<file path="src/design/pcf_consts.svh">
// Purpose: offsets, reset values and timing figures of the preset counter core
// Assumes: 25 MHz system clock, registers addressed by a 4-bit word index
// Notes: times are kept in microseconds, cycle counts are derived where used
`ifndef PCF_CONSTS_SVH
`define PCF_CONSTS_SVH

// clock rate and filter / tick times
`define PCF_CLK_MHZ 25
`define PCF_CNT_SLOW_US 8000
`define PCF_CNT_FAST_US 50
`define PCF_RST_SLOW_US 20000
`define PCF_RST_FAST_US 1000
`define PCF_OS_TICK_US 10000

// register index map
`define PCF_A_MODE 4'h0
`define PCF_A_CFG 4'h1
`define PCF_A_PRESCALE 4'h2
`define PCF_A_OS1 4'h3
`define PCF_A_OS2 4'h4
`define PCF_A_SVLIM 4'h5
`define PCF_A_FCLIM 4'h6
`define PCF_A_BATLIM 4'h7
`define PCF_A_FIRST_SET 4'h8
`define PCF_A_SECOND_SET 4'h9
`define PCF_A_BATSV 4'hA
`define PCF_A_PRESENT 4'hB
`define PCF_A_PRESENT_B 4'hC
`define PCF_A_ON1 4'hD
`define PCF_A_ON2 4'hE

// mode register bit positions
`define PCF_B_CFGMODE 0
`define PCF_B_HOLD1 1
`define PCF_B_OVF 2
`define PCF_B_ON1 3
`define PCF_B_ON2 4

// count scaling: present count kept in thousandths
`define PCF_MILLI 32'h0000_03E8
`define PCF_SPAN 32'h3B9A_CA00
`define PCF_MAXM 32'h3B9A_C618
`define PCF_KILO_TOP 10'h3E7

// reset values
`define PCF_RV_CFG 18'h0_0000
`define PCF_RV_PRESCALE 17'h0_03E8
`define PCF_RV_OS 14'h0032
`define PCF_RV_LIM 20'hF_423F
`define PCF_RV_SV 20'h0_0000

`endif

</file>
<file path="src/design/pcf_pkg.sv">
// Purpose: types shared by the preset counter core
// Assumes: nothing beyond the constants header
// Notes: field order of pcf_cfg_t is the bit layout of the CFG register, msb first
package pcf_pkg;
   typedef enum logic [2:0] {IN_UP, IN_DOWN, IN_UDA, IN_UDB, IN_UDC, IN_UDD, IN_UDE,
      IN_UDF} pcf_inmode_t;
   typedef enum logic [3:0] {OM_N, OM_F, OM_C, OM_R, OM_K1, OM_P, OM_Q, OM_A, OM_K2,
      OM_D, OM_L, OM_H} pcf_outmode_t;
   typedef enum logic [1:0] {CF_SINGLE, CF_TWO, CF_DUAL} pcf_config_t;

   typedef struct packed {
      pcf_config_t topology;
      pcf_inmode_t inMode;
      pcf_outmode_t outMode;
      logic fastCount;
      logic fastReset;
      logic forecast;
      logic dualSub;
      logic allocSwap;
      logic inv1;
      logic inv2;
      logic backup;
      logic wrap;
   } pcf_cfg_t;

   typedef struct packed {
      pcf_cfg_t cfg;
      logic [16:0] prescale;
      logic [13:0] os1;
      logic [13:0] os2;
      logic [19:0] svLim;
      logic [19:0] fcLim;
      logic [19:0] batLim;
   } pcf_set_t;

   typedef struct packed {
      logic [3:0] addr;
      logic [31:0] wdata;
      logic wr;
      logic rd;
   } pcf_busreq_t;
endpackage

</file>
<file path="src/design/pcf_counter.sv">
// Purpose: preset pulse counter core with shadowed settings and two control outputs
// Assumes: all inputs synchronous to clk; busReq strobes one cycle long
// Notes: present count kept in thousandths so the prescale factor adds exactly
`timescale 1ns/100ps
`default_nettype none
`include "pcf_consts.svh"

// Operation
// - input mode picks up, down, or up/down variants A to F.
// - dual count is first count plus or minus second count.
// - output mode selects one of twelve behaviours N to H.
// - one-shot length per output 0.01..99.99 s, only in one-shot modes.
// - first output one-shot length zero holds output on, flagged as hold.
// - one counting-speed choice for both count inputs; slow one debounces.
// - one reset-width choice for reset input; long one debounces.
// - configuration mode keeps counting and outputs on prior settings.
// - edits take effect only when returning to run mode.
// - changed settings reset count and outputs on return to run.
// - each pulse advances count by the prescale factor.
// - set value above max minus prescale never matches; overflow still asserts.
// - absolute setting compares first set value against count from zero.
// - forecast: first output at second set value minus deviation.
// - deviation not below second set value asserts first output at once.
// - set value written in run mode capped by programmable limit.
// - forecast deviation and batch set value capped by own limits.
// - output-on counters are read-only, reported in thousands.
// - allocation setting swaps the two output terminals.
// - each output has its own polarity inversion.
// - power recovery restores count and outputs with backup, else resets.
// - wrap option makes decrement below zero wrap to 999999.
// - increment past 999999 wraps to zero.
// - reset input blocks counting and forces outputs off.
module pcf_counter #(
   parameter logic [19:0] CNT_SLOW_CYC = 20'(`PCF_CNT_SLOW_US * `PCF_CLK_MHZ),
   parameter logic [19:0] RST_SLOW_CYC = 20'(`PCF_RST_SLOW_US * `PCF_CLK_MHZ),
   parameter logic [19:0] RST_FAST_CYC = 20'(`PCF_RST_FAST_US * `PCF_CLK_MHZ),
   parameter logic [19:0] OS_TICK_CYC = 20'(`PCF_OS_TICK_US * `PCF_CLK_MHZ)
)(
   input wire logic clk,
   input wire logic nrst,
   input wire logic countInputA,
   input wire logic countInputB,
   input wire logic resetInput,
   input wire logic powerLoss,
   input wire pcf_pkg::pcf_busreq_t busReq,
   output logic [31:0] busRdata,
   output logic firstTerminal,
   output logic secondTerminal
);
   import pcf_pkg::*;

   localparam logic [19:0] CNT_FAST_CYC = 20'(`PCF_CNT_FAST_US * `PCF_CLK_MHZ);

   logic [1:0] rstSync_r;
   logic rstN;
   logic cfgMode_r;
   pcf_set_t shadow_r;
   pcf_set_t act_r;
   logic [19:0] firstSetValue_r;
   logic [19:0] secondSetValue_r;
   logic [19:0] batSv_r;
   logic clr_r;
   logic cfgExit;
   logic [2:0] rawIn;
   logic [2:0] filt_r;
   logic [2:0] filtPrev_r;
   logic [19:0] tickCnt_r;
   logic tick;
   logic plPrev_r;
   logic restore;
   logic wipe;
   logic rstF;
   logic gate;
   logic up;
   logic dn;
   logic upB;
   logic dual;
   logic signed [31:0] accA_r;
   logic signed [31:0] accB_r;
   logic signed [31:0] step;
   logic signed [31:0] cv;
   logic signed [31:0] resetVal;
   logic signed [31:0] sv1k;
   logic signed [31:0] sv2k;
   logic signed [31:0] tgt [2];
   logic ovf_r;
   logic [1:0] match;
   logic [1:0] matchPrev_r;
   logic [1:0] on_r;
   logic [19:0] onKilo [2];
   logic autoReload;
   logic oneShotMode;
   logic hold1;
   logic [31:0] rdNxt;

   // reset release through two flops
   always_ff @(posedge clk or negedge nrst)
   begin
      if (!nrst)
         rstSync_r <= 2'b00;
      else
         rstSync_r <= {rstSync_r[0], 1'b1};
   end
   assign rstN = rstSync_r[1];

   // leaving configuration mode is a mode write clearing the bit
   assign cfgExit = busReq.wr && busReq.addr == `PCF_A_MODE && cfgMode_r
      && !busReq.wdata[`PCF_B_CFGMODE];

   // mode bit and shadow edits; edits accepted only in configuration mode
   always_ff @(posedge clk or negedge rstN)
   begin
      if (!rstN)
      begin
         cfgMode_r <= 1'b0;
         shadow_r.cfg <= `PCF_RV_CFG;
         shadow_r.prescale <= `PCF_RV_PRESCALE;
         shadow_r.os1 <= `PCF_RV_OS;
         shadow_r.os2 <= `PCF_RV_OS;
         shadow_r.svLim <= `PCF_RV_LIM;
         shadow_r.fcLim <= `PCF_RV_LIM;
         shadow_r.batLim <= `PCF_RV_LIM;
      end
      else if (busReq.wr)
      begin
         if (busReq.addr == `PCF_A_MODE)
            cfgMode_r <= busReq.wdata[`PCF_B_CFGMODE];
         else if (cfgMode_r)
         begin
            case (busReq.addr)
               `PCF_A_CFG: shadow_r.cfg <= pcf_cfg_t'(busReq.wdata[17:0]);
               `PCF_A_PRESCALE: shadow_r.prescale <= busReq.wdata[16:0];
               `PCF_A_OS1: shadow_r.os1 <= busReq.wdata[13:0];
               `PCF_A_OS2: shadow_r.os2 <= busReq.wdata[13:0];
               `PCF_A_SVLIM: shadow_r.svLim <= busReq.wdata[19:0];
               `PCF_A_FCLIM: shadow_r.fcLim <= busReq.wdata[19:0];
               `PCF_A_BATLIM: shadow_r.batLim <= busReq.wdata[19:0];
               default: ;
            endcase
         end
      end
   end

   // active settings move only on the run transition, all in one cycle
   always_ff @(posedge clk or negedge rstN)
   begin
      if (!rstN)
      begin
         act_r.cfg <= `PCF_RV_CFG;
         act_r.prescale <= `PCF_RV_PRESCALE;
         act_r.os1 <= `PCF_RV_OS;
         act_r.os2 <= `PCF_RV_OS;
         act_r.svLim <= `PCF_RV_LIM;
         act_r.fcLim <= `PCF_RV_LIM;
         act_r.batLim <= `PCF_RV_LIM;
         clr_r <= 1'b0;
      end
      else
      begin
         if (cfgExit)
            act_r <= shadow_r;
         clr_r <= cfgExit && (shadow_r != act_r);
      end
   end

   // run-time set values, clamped to the active limits
   always_ff @(posedge clk or negedge rstN)
   begin
      if (!rstN)
      begin
         firstSetValue_r <= `PCF_RV_SV;
         secondSetValue_r <= `PCF_RV_SV;
         batSv_r <= `PCF_RV_SV;
      end
      else if (busReq.wr && busReq.addr == `PCF_A_FIRST_SET)
      begin
         if (act_r.cfg.forecast && act_r.cfg.topology == CF_TWO)
            firstSetValue_r <= (busReq.wdata[19:0] > act_r.fcLim) ? act_r.fcLim
               : busReq.wdata[19:0];
         else
            firstSetValue_r <= (busReq.wdata[19:0] > act_r.svLim) ? act_r.svLim
               : busReq.wdata[19:0];
      end
      else if (busReq.wr && busReq.addr == `PCF_A_SECOND_SET)
         secondSetValue_r <= (busReq.wdata[19:0] > act_r.svLim) ? act_r.svLim
            : busReq.wdata[19:0];
      else if (busReq.wr && busReq.addr == `PCF_A_BATSV)
         batSv_r <= (busReq.wdata[19:0] > act_r.batLim) ? act_r.batLim : busReq.wdata[19:0];
   end

   // input filters: a change is taken only after it stays put for the window
   assign rawIn = {resetInput, countInputB, countInputA};
   for (genvar g = 0; g < 3; g++)
   begin : gFilt
      logic [19:0] cnt_r;
      logic [19:0] thr;
      if (g < 2)
         assign thr = act_r.cfg.fastCount ? CNT_FAST_CYC : CNT_SLOW_CYC;
      else
         assign thr = act_r.cfg.fastReset ? RST_FAST_CYC : RST_SLOW_CYC;
      always_ff @(posedge clk or negedge rstN)
      begin
         if (!rstN)
         begin
            cnt_r <= 20'h0_0000;
            filt_r[g] <= 1'b0;
         end
         else if (rawIn[g] == filt_r[g])
            cnt_r <= 20'h0_0000;
         else if (cnt_r >= thr - 20'h0_0001)
         begin
            filt_r[g] <= rawIn[g];
            cnt_r <= 20'h0_0000;
         end
         else
            cnt_r <= cnt_r + 20'h0_0001;
      end
   end

   // edge history, power-loss edge and one-shot time base
   always_ff @(posedge clk or negedge rstN)
   begin
      if (!rstN)
      begin
         filtPrev_r <= 3'b000;
         plPrev_r <= 1'b0;
         tickCnt_r <= 20'h0_0000;
      end
      else
      begin
         filtPrev_r <= filt_r;
         plPrev_r <= powerLoss;
         tickCnt_r <= tick ? 20'h0_0000 : tickCnt_r + 20'h0_0001;
      end
   end
   assign tick = tickCnt_r >= OS_TICK_CYC - 20'h0_0001;
   assign restore = plPrev_r && !powerLoss;
   assign rstF = filt_r[2];
   assign wipe = clr_r || rstF || (restore && !act_r.cfg.backup);
   assign gate = !rstF && !powerLoss;
   assign dual = act_r.cfg.topology == CF_DUAL;

   // direction decode per input mode; dual mode counts both inputs upward
   always_comb
   begin
      up = 1'b0;
      dn = 1'b0;
      upB = 1'b0;
      if (dual)
      begin
         up = filt_r[0] && !filtPrev_r[0];
         upB = filt_r[1] && !filtPrev_r[1];
      end
      else
      begin
         case (act_r.cfg.inMode)
            IN_UP: up = filt_r[0] && !filtPrev_r[0];
            IN_DOWN: dn = filt_r[0] && !filtPrev_r[0];
            IN_UDA:
            begin
               up = filt_r[0] && !filtPrev_r[0] && !filt_r[1];
               dn = filt_r[0] && !filtPrev_r[0] && filt_r[1];
            end
            IN_UDB, IN_UDE:
            begin
               up = (filt_r[0] && !filtPrev_r[0]) != (act_r.cfg.inMode == IN_UDE)
                  && (filt_r[0] && !filtPrev_r[0]) != (filt_r[1] && !filtPrev_r[1]);
               dn = (filt_r[1] && !filtPrev_r[1]) != (act_r.cfg.inMode == IN_UDE)
                  && (filt_r[0] && !filtPrev_r[0]) != (filt_r[1] && !filtPrev_r[1]);
            end
            IN_UDC:
            begin
               up = filt_r[0] && !filtPrev_r[0] && !filt_r[1];
               dn = filt_r[1] && !filtPrev_r[1] && !filt_r[0];
            end
            IN_UDD:
            begin
               up = filt_r[0] && !filtPrev_r[0] && filt_r[1];
               dn = filt_r[0] && !filtPrev_r[0] && !filt_r[1];
            end
            IN_UDF:
            begin
               up = (filt_r[0] != filtPrev_r[0]) && (filt_r[0] != filt_r[1]);
               dn = (filt_r[0] != filtPrev_r[0]) && (filt_r[0] == filt_r[1]);
            end
            default: ;
         endcase
      end
   end

   // targets in thousandths
   assign step = 32'(act_r.prescale);
   assign sv1k = 32'({12'h000, firstSetValue_r} * `PCF_MILLI);
   assign sv2k = 32'({12'h000, secondSetValue_r} * `PCF_MILLI);
   assign resetVal = (!dual && act_r.cfg.inMode == IN_DOWN) ? sv2k : 32'sh0000_0000;
   assign cv = !dual ? accA_r : act_r.cfg.dualSub ? accA_r - accB_r : accA_r + accB_r;
   // both targets from one process so the array has a single driver
   always_comb
   begin
      tgt[0] = sv2k;
      tgt[1] = sv2k;
      if (act_r.cfg.topology == CF_TWO)
      begin
         if (!act_r.cfg.forecast)
            tgt[0] = sv1k;
         else if (firstSetValue_r >= secondSetValue_r)
            tgt[0] = 32'sh0000_0000;
         else
            tgt[0] = sv2k - sv1k;
      end
   end

   // completion for each output; a target beyond reach only fires on overflow
   for (genvar m = 0; m < 2; m++)
   begin : gMatch
      assign match[m] = (!dual && act_r.cfg.inMode == IN_DOWN) ? (cv <= 32'sh0000_0000)
         : ((tgt[m] <= `PCF_MAXM - step && cv >= tgt[m]) || ovf_r);
   end

   // one-shot and self-reloading output modes
   assign oneShotMode = act_r.cfg.outMode inside {OM_C, OM_R, OM_K1, OM_P, OM_Q, OM_A,
      OM_K2};
   assign autoReload = act_r.cfg.outMode inside {OM_C, OM_P, OM_Q, OM_A}
      && match[1] && !matchPrev_r[1];
   assign hold1 = oneShotMode && act_r.os1 == 14'h0000;

   // main count: wraps up at the top, optionally wraps down below zero
   always_ff @(posedge clk or negedge rstN)
   begin
      if (!rstN)
      begin
         accA_r <= 32'sh0000_0000;
         ovf_r <= 1'b0;
      end
      else if (wipe || autoReload)
      begin
         accA_r <= resetVal;
         ovf_r <= 1'b0;
      end
      else if (gate && up)
      begin
         if (accA_r + step >= $signed(`PCF_SPAN)) // signed: a negative count must not wrap
         begin
            accA_r <= accA_r + step - `PCF_SPAN;
            ovf_r <= 1'b1;
         end
         else
            accA_r <= accA_r + step;
      end
      else if (gate && dn)
      begin
         if (accA_r - step < 0 && act_r.cfg.wrap && !dual)
            accA_r <= accA_r - step + `PCF_SPAN;
         else
            accA_r <= accA_r - step;
      end
   end

   // second count, only used by the dual configuration
   always_ff @(posedge clk or negedge rstN)
   begin
      if (!rstN)
         accB_r <= 32'sh0000_0000;
      else if (wipe || autoReload)
         accB_r <= 32'sh0000_0000;
      else if (gate && upB)
         accB_r <= (accB_r + step >= `PCF_SPAN) ? accB_r + step - `PCF_SPAN : accB_r + step;
   end

   // per-output state, one-shot timer and on-transition monitor
   for (genvar j = 0; j < 2; j++)
   begin : gOut
      logic [13:0] timer_r;
      logic [13:0] osTime;
      logic [9:0] onSub_r;
      logic [19:0] onKilo_r;
      logic onPrev_r;
      assign osTime = (j == 0) ? act_r.os1 : act_r.os2;
      always_ff @(posedge clk or negedge rstN)
      begin
         if (!rstN)
         begin
            on_r[j] <= 1'b0;
            matchPrev_r[j] <= 1'b0;
            timer_r <= 14'h0000;
         end
         else
         begin
            matchPrev_r[j] <= match[j];
            if (wipe)
               on_r[j] <= 1'b0;
            else if (match[j] && !matchPrev_r[j] && !powerLoss)
            begin
               on_r[j] <= 1'b1;
               timer_r <= osTime;
            end
            else if (restore && on_r[j])
               timer_r <= osTime;
            else if (oneShotMode && osTime != 14'h0000 && on_r[j] && tick && !powerLoss)
            begin
               timer_r <= timer_r - 14'h0001;
               if (timer_r <= 14'h0001)
                  on_r[j] <= 1'b0;
            end
         end
      end
      // counts true transitions, reports thousands only
      always_ff @(posedge clk or negedge rstN)
      begin
         if (!rstN)
         begin
            onPrev_r <= 1'b0;
            onSub_r <= 10'h000;
            onKilo_r <= 20'h0_0000;
         end
         else
         begin
            onPrev_r <= on_r[j];
            if (on_r[j] && !onPrev_r)
            begin
               onSub_r <= (onSub_r == `PCF_KILO_TOP) ? 10'h000 : onSub_r + 10'h001;
               if (onSub_r == `PCF_KILO_TOP)
                  onKilo_r <= onKilo_r + 20'h0_0001;
            end
         end
      end
      assign onKilo[j] = onKilo_r;
   end

   // polarity then terminal allocation; outputs forced off ahead of inversion while power is lost
   always_ff @(posedge clk or negedge rstN)
   begin
      if (!rstN)
      begin
         firstTerminal <= 1'b0;
         secondTerminal <= 1'b0;
      end
      else if (act_r.cfg.allocSwap)
      begin
         firstTerminal <= (on_r[1] && !powerLoss) ^ act_r.cfg.inv2;
         secondTerminal <= (on_r[0] && !powerLoss) ^ act_r.cfg.inv1;
      end
      else
      begin
         firstTerminal <= (on_r[0] && !powerLoss) ^ act_r.cfg.inv1;
         secondTerminal <= (on_r[1] && !powerLoss) ^ act_r.cfg.inv2;
      end
   end

   // read mux; monitors are read-only, unmapped reads give zero
   always_comb
   begin
      rdNxt = 32'h0000_0000;
      case (busReq.addr)
         `PCF_A_MODE: rdNxt = {27'h000_0000, on_r[1], on_r[0], ovf_r, hold1, cfgMode_r};
         `PCF_A_CFG: rdNxt = {14'h0000, shadow_r.cfg};
         `PCF_A_PRESCALE: rdNxt = {15'h0000, shadow_r.prescale};
         `PCF_A_OS1: rdNxt = {18'h0_0000, shadow_r.os1};
         `PCF_A_OS2: rdNxt = {18'h0_0000, shadow_r.os2};
         `PCF_A_SVLIM: rdNxt = {12'h000, shadow_r.svLim};
         `PCF_A_FCLIM: rdNxt = {12'h000, shadow_r.fcLim};
         `PCF_A_BATLIM: rdNxt = {12'h000, shadow_r.batLim};
         `PCF_A_FIRST_SET: rdNxt = {12'h000, firstSetValue_r};
         `PCF_A_SECOND_SET: rdNxt = {12'h000, secondSetValue_r};
         `PCF_A_BATSV: rdNxt = {12'h000, batSv_r};
         `PCF_A_PRESENT: rdNxt = cv / $signed(`PCF_MILLI);
         `PCF_A_PRESENT_B: rdNxt = accB_r / $signed(`PCF_MILLI);
         `PCF_A_ON1: rdNxt = {12'h000, onKilo[0]};
         `PCF_A_ON2: rdNxt = {12'h000, onKilo[1]};
         default: rdNxt = 32'h0000_0000;
      endcase
   end

   // read data stands only in the cycle after the strobe
   always_ff @(posedge clk or negedge rstN)
   begin
      if (!rstN)
         busRdata <= 32'h0000_0000;
      else
         busRdata <= busReq.rd ? rdNxt : 32'h0000_0000;
   end

   // checks
   property p_copy;
      @(posedge clk) disable iff (!rstN) cfgExit |=> act_r == $past(shadow_r);
   endproperty
   a_copy: assert property (p_copy) else $error("settings not copied on run entry");

   property p_freeze;
      @(posedge clk) disable iff (!rstN) cfgMode_r && !cfgExit |=> $stable(act_r);
   endproperty
   a_freeze: assert property (p_freeze) else $error("active settings moved in cfg mode");

   property p_cfgReset;
      @(posedge clk) disable iff (!rstN)
         cfgExit && shadow_r != act_r |=> ##1 on_r == 2'b00;
   endproperty
   a_cfgReset: assert property (p_cfgReset) else $error("outputs not off after change");

   property p_resetIn;
      @(posedge clk) disable iff (!rstN) rstF |=> on_r == 2'b00 && accA_r == $past(resetVal);
   endproperty
   a_resetIn: assert property (p_resetIn) else $error("reset input did not clear");

   property p_range;
      @(posedge clk) disable iff (!rstN) accA_r < $signed(`PCF_SPAN);
   endproperty
   a_range: assert property (p_range) else $error("count above top");

   property p_hold;
      @(posedge clk) disable iff (!rstN)
         (on_r[0] && hold1 && !wipe && !autoReload) [*2] |=> on_r[0];
   endproperty
   a_hold: assert property (p_hold) else $error("held output dropped");

   property p_forecast;
      @(posedge clk) disable iff (!rstN)
         act_r.cfg.topology == CF_TWO && act_r.cfg.forecast
         && firstSetValue_r >= secondSetValue_r
         && !powerLoss && !wipe && !matchPrev_r[0] |=> on_r[0] || wipe;
   endproperty
   a_forecast: assert property (p_forecast) else $error("forecast not immediate");

   property p_terminal;
      @(posedge clk) disable iff (!rstN) !act_r.cfg.allocSwap && $stable(act_r)
         |=> firstTerminal
            == (($past(on_r[0]) && !$past(powerLoss)) ^ $past(act_r.cfg.inv1));
   endproperty
   a_terminal: assert property (p_terminal) else $error("first terminal wrong");

   property p_monitor;
      @(posedge clk) disable iff (!rstN) onKilo[0] != $past(onKilo[0]) |-> $past(on_r[0]);
   endproperty
   a_monitor: assert property (p_monitor) else $error("monitor moved without output");
endmodule
`default_nettype wire

</file>
<file path="config.mk">
export PLATFORM = sky130hd
export DESIGN_NAME = pcf_counter
export DESIGN_NICKNAME = d
export VERILOG_FILES = /design/src/design/pcf_pkg.sv /design/src/design/pcf_counter.sv
export VERILOG_INCLUDE_DIRS = /design/src /design/src/design
export SDC_FILE = /design/constraint.sdc
export NUM_CORES = 2
export LEC_CHECK = 0
export BUFFER_PORTS_ARGS = -buffer_cell sky130_fd_sc_hd__buf_2
export CAP_MARGIN = 15
export CELL_PAD_IN_SITES_DETAIL_PLACEMENT = 1
export CELL_PAD_IN_SITES_GLOBAL_PLACEMENT = 1
export CORE_MARGIN = 3
export CORE_UTILIZATION = 40
export CTS_BUF_LIST = sky130_fd_sc_hd__clkbuf_2
export CTS_CLUSTER_SIZE = 25
export DETAILED_ROUTE_END_ITERATION = 7
export PLACE_DENSITY = 0.76
export SKIP_CTS_REPAIR_TIMING = 1
export SLEW_MARGIN = 20
export SYNTH_ARGS = -nofsm -noshare
export SYNTH_HDL_FRONTEND = slang
export SYNTH_SLANG_ARGS = --single-unit
</file>
<file path="constraint.sdc">
create_clock -name clk -period 21 [get_ports clk]
set_input_delay 1.05 -clock clk [delete_from_list [all_inputs] [get_ports clk]]
set_output_delay 1.05 -clock clk [all_outputs]
set_load 0.01 [all_outputs]
</file>
==> impl_metrics.toml <==
[setup_path]
crit_top_cell = "buf_4"
path_delay_family = "compound AO/OA/AOI/OAI gates"
critical_path_required_ns = 22.51
reg2reg_depth = 88
r2r_slack_ns = 0.27
end_kind = "register"
cp_num_cells = 88
crit_buf_inv = 17
worst_setup_path_start_kind = "register"
critical_path_arrival_ns = 22.24
r2r-start = "accB_r[3]"
max_stage_delay_ns = 0.60
criticalPathCategory = "reg -> reg"
crit_end = "busRdata[6]"
crit_fanout = 7
critPathLaunch = "accB_r[3]"
crit_slowest_cell = "or4_4"
r2r-end = "busRdata[6]"

[synthesis]
synth.distinct_cells = 140
synthMuxAreaShare = 0.0642
synth_area_um2 = 58000
synthCells = 6724
synth_xor_area_frac = 0.0905
ys.flop_type = "dfrtp_1"
synth-seq-area-share = 0.256
synth_compound_area_frac = 0.208
synth_edf_count = 0
ys_seq_elements = 589
synth_adder_area_share = 0.167
ys_warn_count = 0
yosys.area_share.simple = 0.169
synth_top_family_by_area = "compound AO/OA/AOI/OAI gates"
synth_area_per_cell_um2 = 8.63
async_flop_share = 1.00

[clock_network]
clock_latency_ns = 1.71
tritoncts = "built"
path_clk_slew_ns = 0.10
cts.sinks = 589
ctsHtreeMaxLevel = 4
cts_root_buf = "clkbuf_2"
clk_path_buf_depth = 3
cts_made_buffers = 167

[min_path]
whs_path_depth = 3
min_path_type = "in -> reg"

[finish]
multi_input_comb_area_um2 = 42000
areaGrowthSynthToFinish_pct = 13.9
fin_nets = 7821
drive_gt1_frac = 0.198
regArea_um2 = 14900
layout_common_cells = "nor2_1, ha_1, dfrtp_1, a21oi_1, nand2_1"
nFillCells = 16976
layout_commonest_cell = "nor2_1"

[grt]
antenna_found_initial = 10
first_global_vias = 56935
grt_max_degree = 177
overflow = 0
grt_usage = 0.279
grt_pass1_wl_um = 332000

[timing]
period_needed_ns = 20.73
hold_viol = 0
finalSetupViolations = 0
worst_pin_slew_ns = 1.22
tns_ns = 0
drv_slew = 0
slew-limit-headroom = 0.188
clock_skew_ns = 0.149
post-route-period-util = 0.987
fmax_mhz = 48.2

[floorplanning]
initial_core_util = 0.403
dieHeight_um = 387
fp.dieArea_um2 = 150000
die_w_um = 387
core_region_area_um2 = 144000
rows = 139
ios = 78

[detailed_routing]
first_pass_iters = 8
routed_via_density = 6.01
routedWlPerCell_um = 23.8
vias = 54996
antenna_left = 0
drcViolationCount = 0
drt-initial-drc-count = 3812
wl_um = 218000

[place]
portBuffers = 65
gp_congestion = 0.935
place_hpwl_um = 167000

[status]
status = "finished clean"

[run]
drv_cap = 0
==> synthesized netlist by cell type (95+ instances only) <==
library cell / number / area [um2]
a21oi_1: 499 / 2500
a31oi_1: 95 / 594
clkbuf_1: 225 / 845
dfrtp_1: 493 / 12300
dfstp_2: 96 / 2520
fa_1: 169 / 3380
ha_1: 499 / 6240
inv_1: 392 / 1470
mux2_2: 263 / 2960
nand2_1: 467 / 1750
nand3_1: 167 / 836
nand4_1: 116 / 726
nor2_1: 621 / 2330
nor3_1: 150 / 751
o21ai_0: 376 / 1880
xnor2_1: 393 / 3440
xor2_1: 189 / 1660
==> layer usage <==
metal,global-route usage,wire (um),vias to the layer above
met5,0,115,-
met4,0.136,11600,7
met3,0.0485,12900,552
met2,0.462,102000,1573
met1,0.353,91400,27754
li1,-,-,25110
==> tightest hold or removal path: stages <==
cell and delay, ns:
buf_2 0.30, a21oi_1 0.21, a21oi_1 0.07
==> worst min path at each step <==
| stage | startpoint | to |
|---|---|---|
| floorplan | rstSync_r[0] | rstSync_r[1] |
| global route | busReq[6] | batSv_r[4] |
| detailed placement | rstSync_r[0] | rstSync_r[1] |
| finish | busReq[14] | batSv_r[12] |
| global placement | rstSync_r[0] | rstSync_r[1] |
| CTS | nrst | rstSync_r[1] |
==> sequential cells by signal, indices dropped and copies added, names as in the netlist, 28 cells and up <==
| name | count |
|---|---|
| gOut.onKilo_r | 40 |
| act_r | 95 |
| accB_r | 32 |
| busRdata | 32 |
| gOut.osTime | 28 |
| gOut.timer_r | 28 |
| gFilt.cnt_r | 60 |
| shadow_r | 123 |
| accA_r | 32 |
==> kinds of logic (layout without fill, tap and decap cells) <==
group,after synthesis,in the layout
compound gates,1824,1824
xor+xnor,590,590
fa+ha+maj,674,674
buf+inv,684,1198
flops,589,589
mux,338,338
other cells,2,16
simple gates,2023,2023
==> cell type report <==
cell class,instances,area share
Multi-Input combinational cell,5454,0.636
Antenna cell,11,0.000417
Clock buffer,251,0.0190
Inverter,392,0.0223
Timing Repair Buffer,505,0.0572
Sequential cell,589,0.225
Tap cell,1903,0.0360
Clock inverter,50,0.00460
==> stage by stage <==
step           setup WS (ns)  instances  area [um2]  hold WS (ns)  utilization
6_report               0.274       9155       66100        0.0269        0.459
5_1_grt               -0.492       9150       66100       -0.0335        0.459
4_1_cts               -0.676       9040       63900        -0.940        0.444
3_5_place_dp          -0.590       8739       62300         0.339        0.433
3_3_place_gp          -0.107       8739       62300         0.337        0.433
2_1_floorplan          0.528       6727       58000         0.331            -
Power is left out: the tool's default activity adds up to more than one toggle a clock period on the data nets, which glitch-free logic cannot reach.
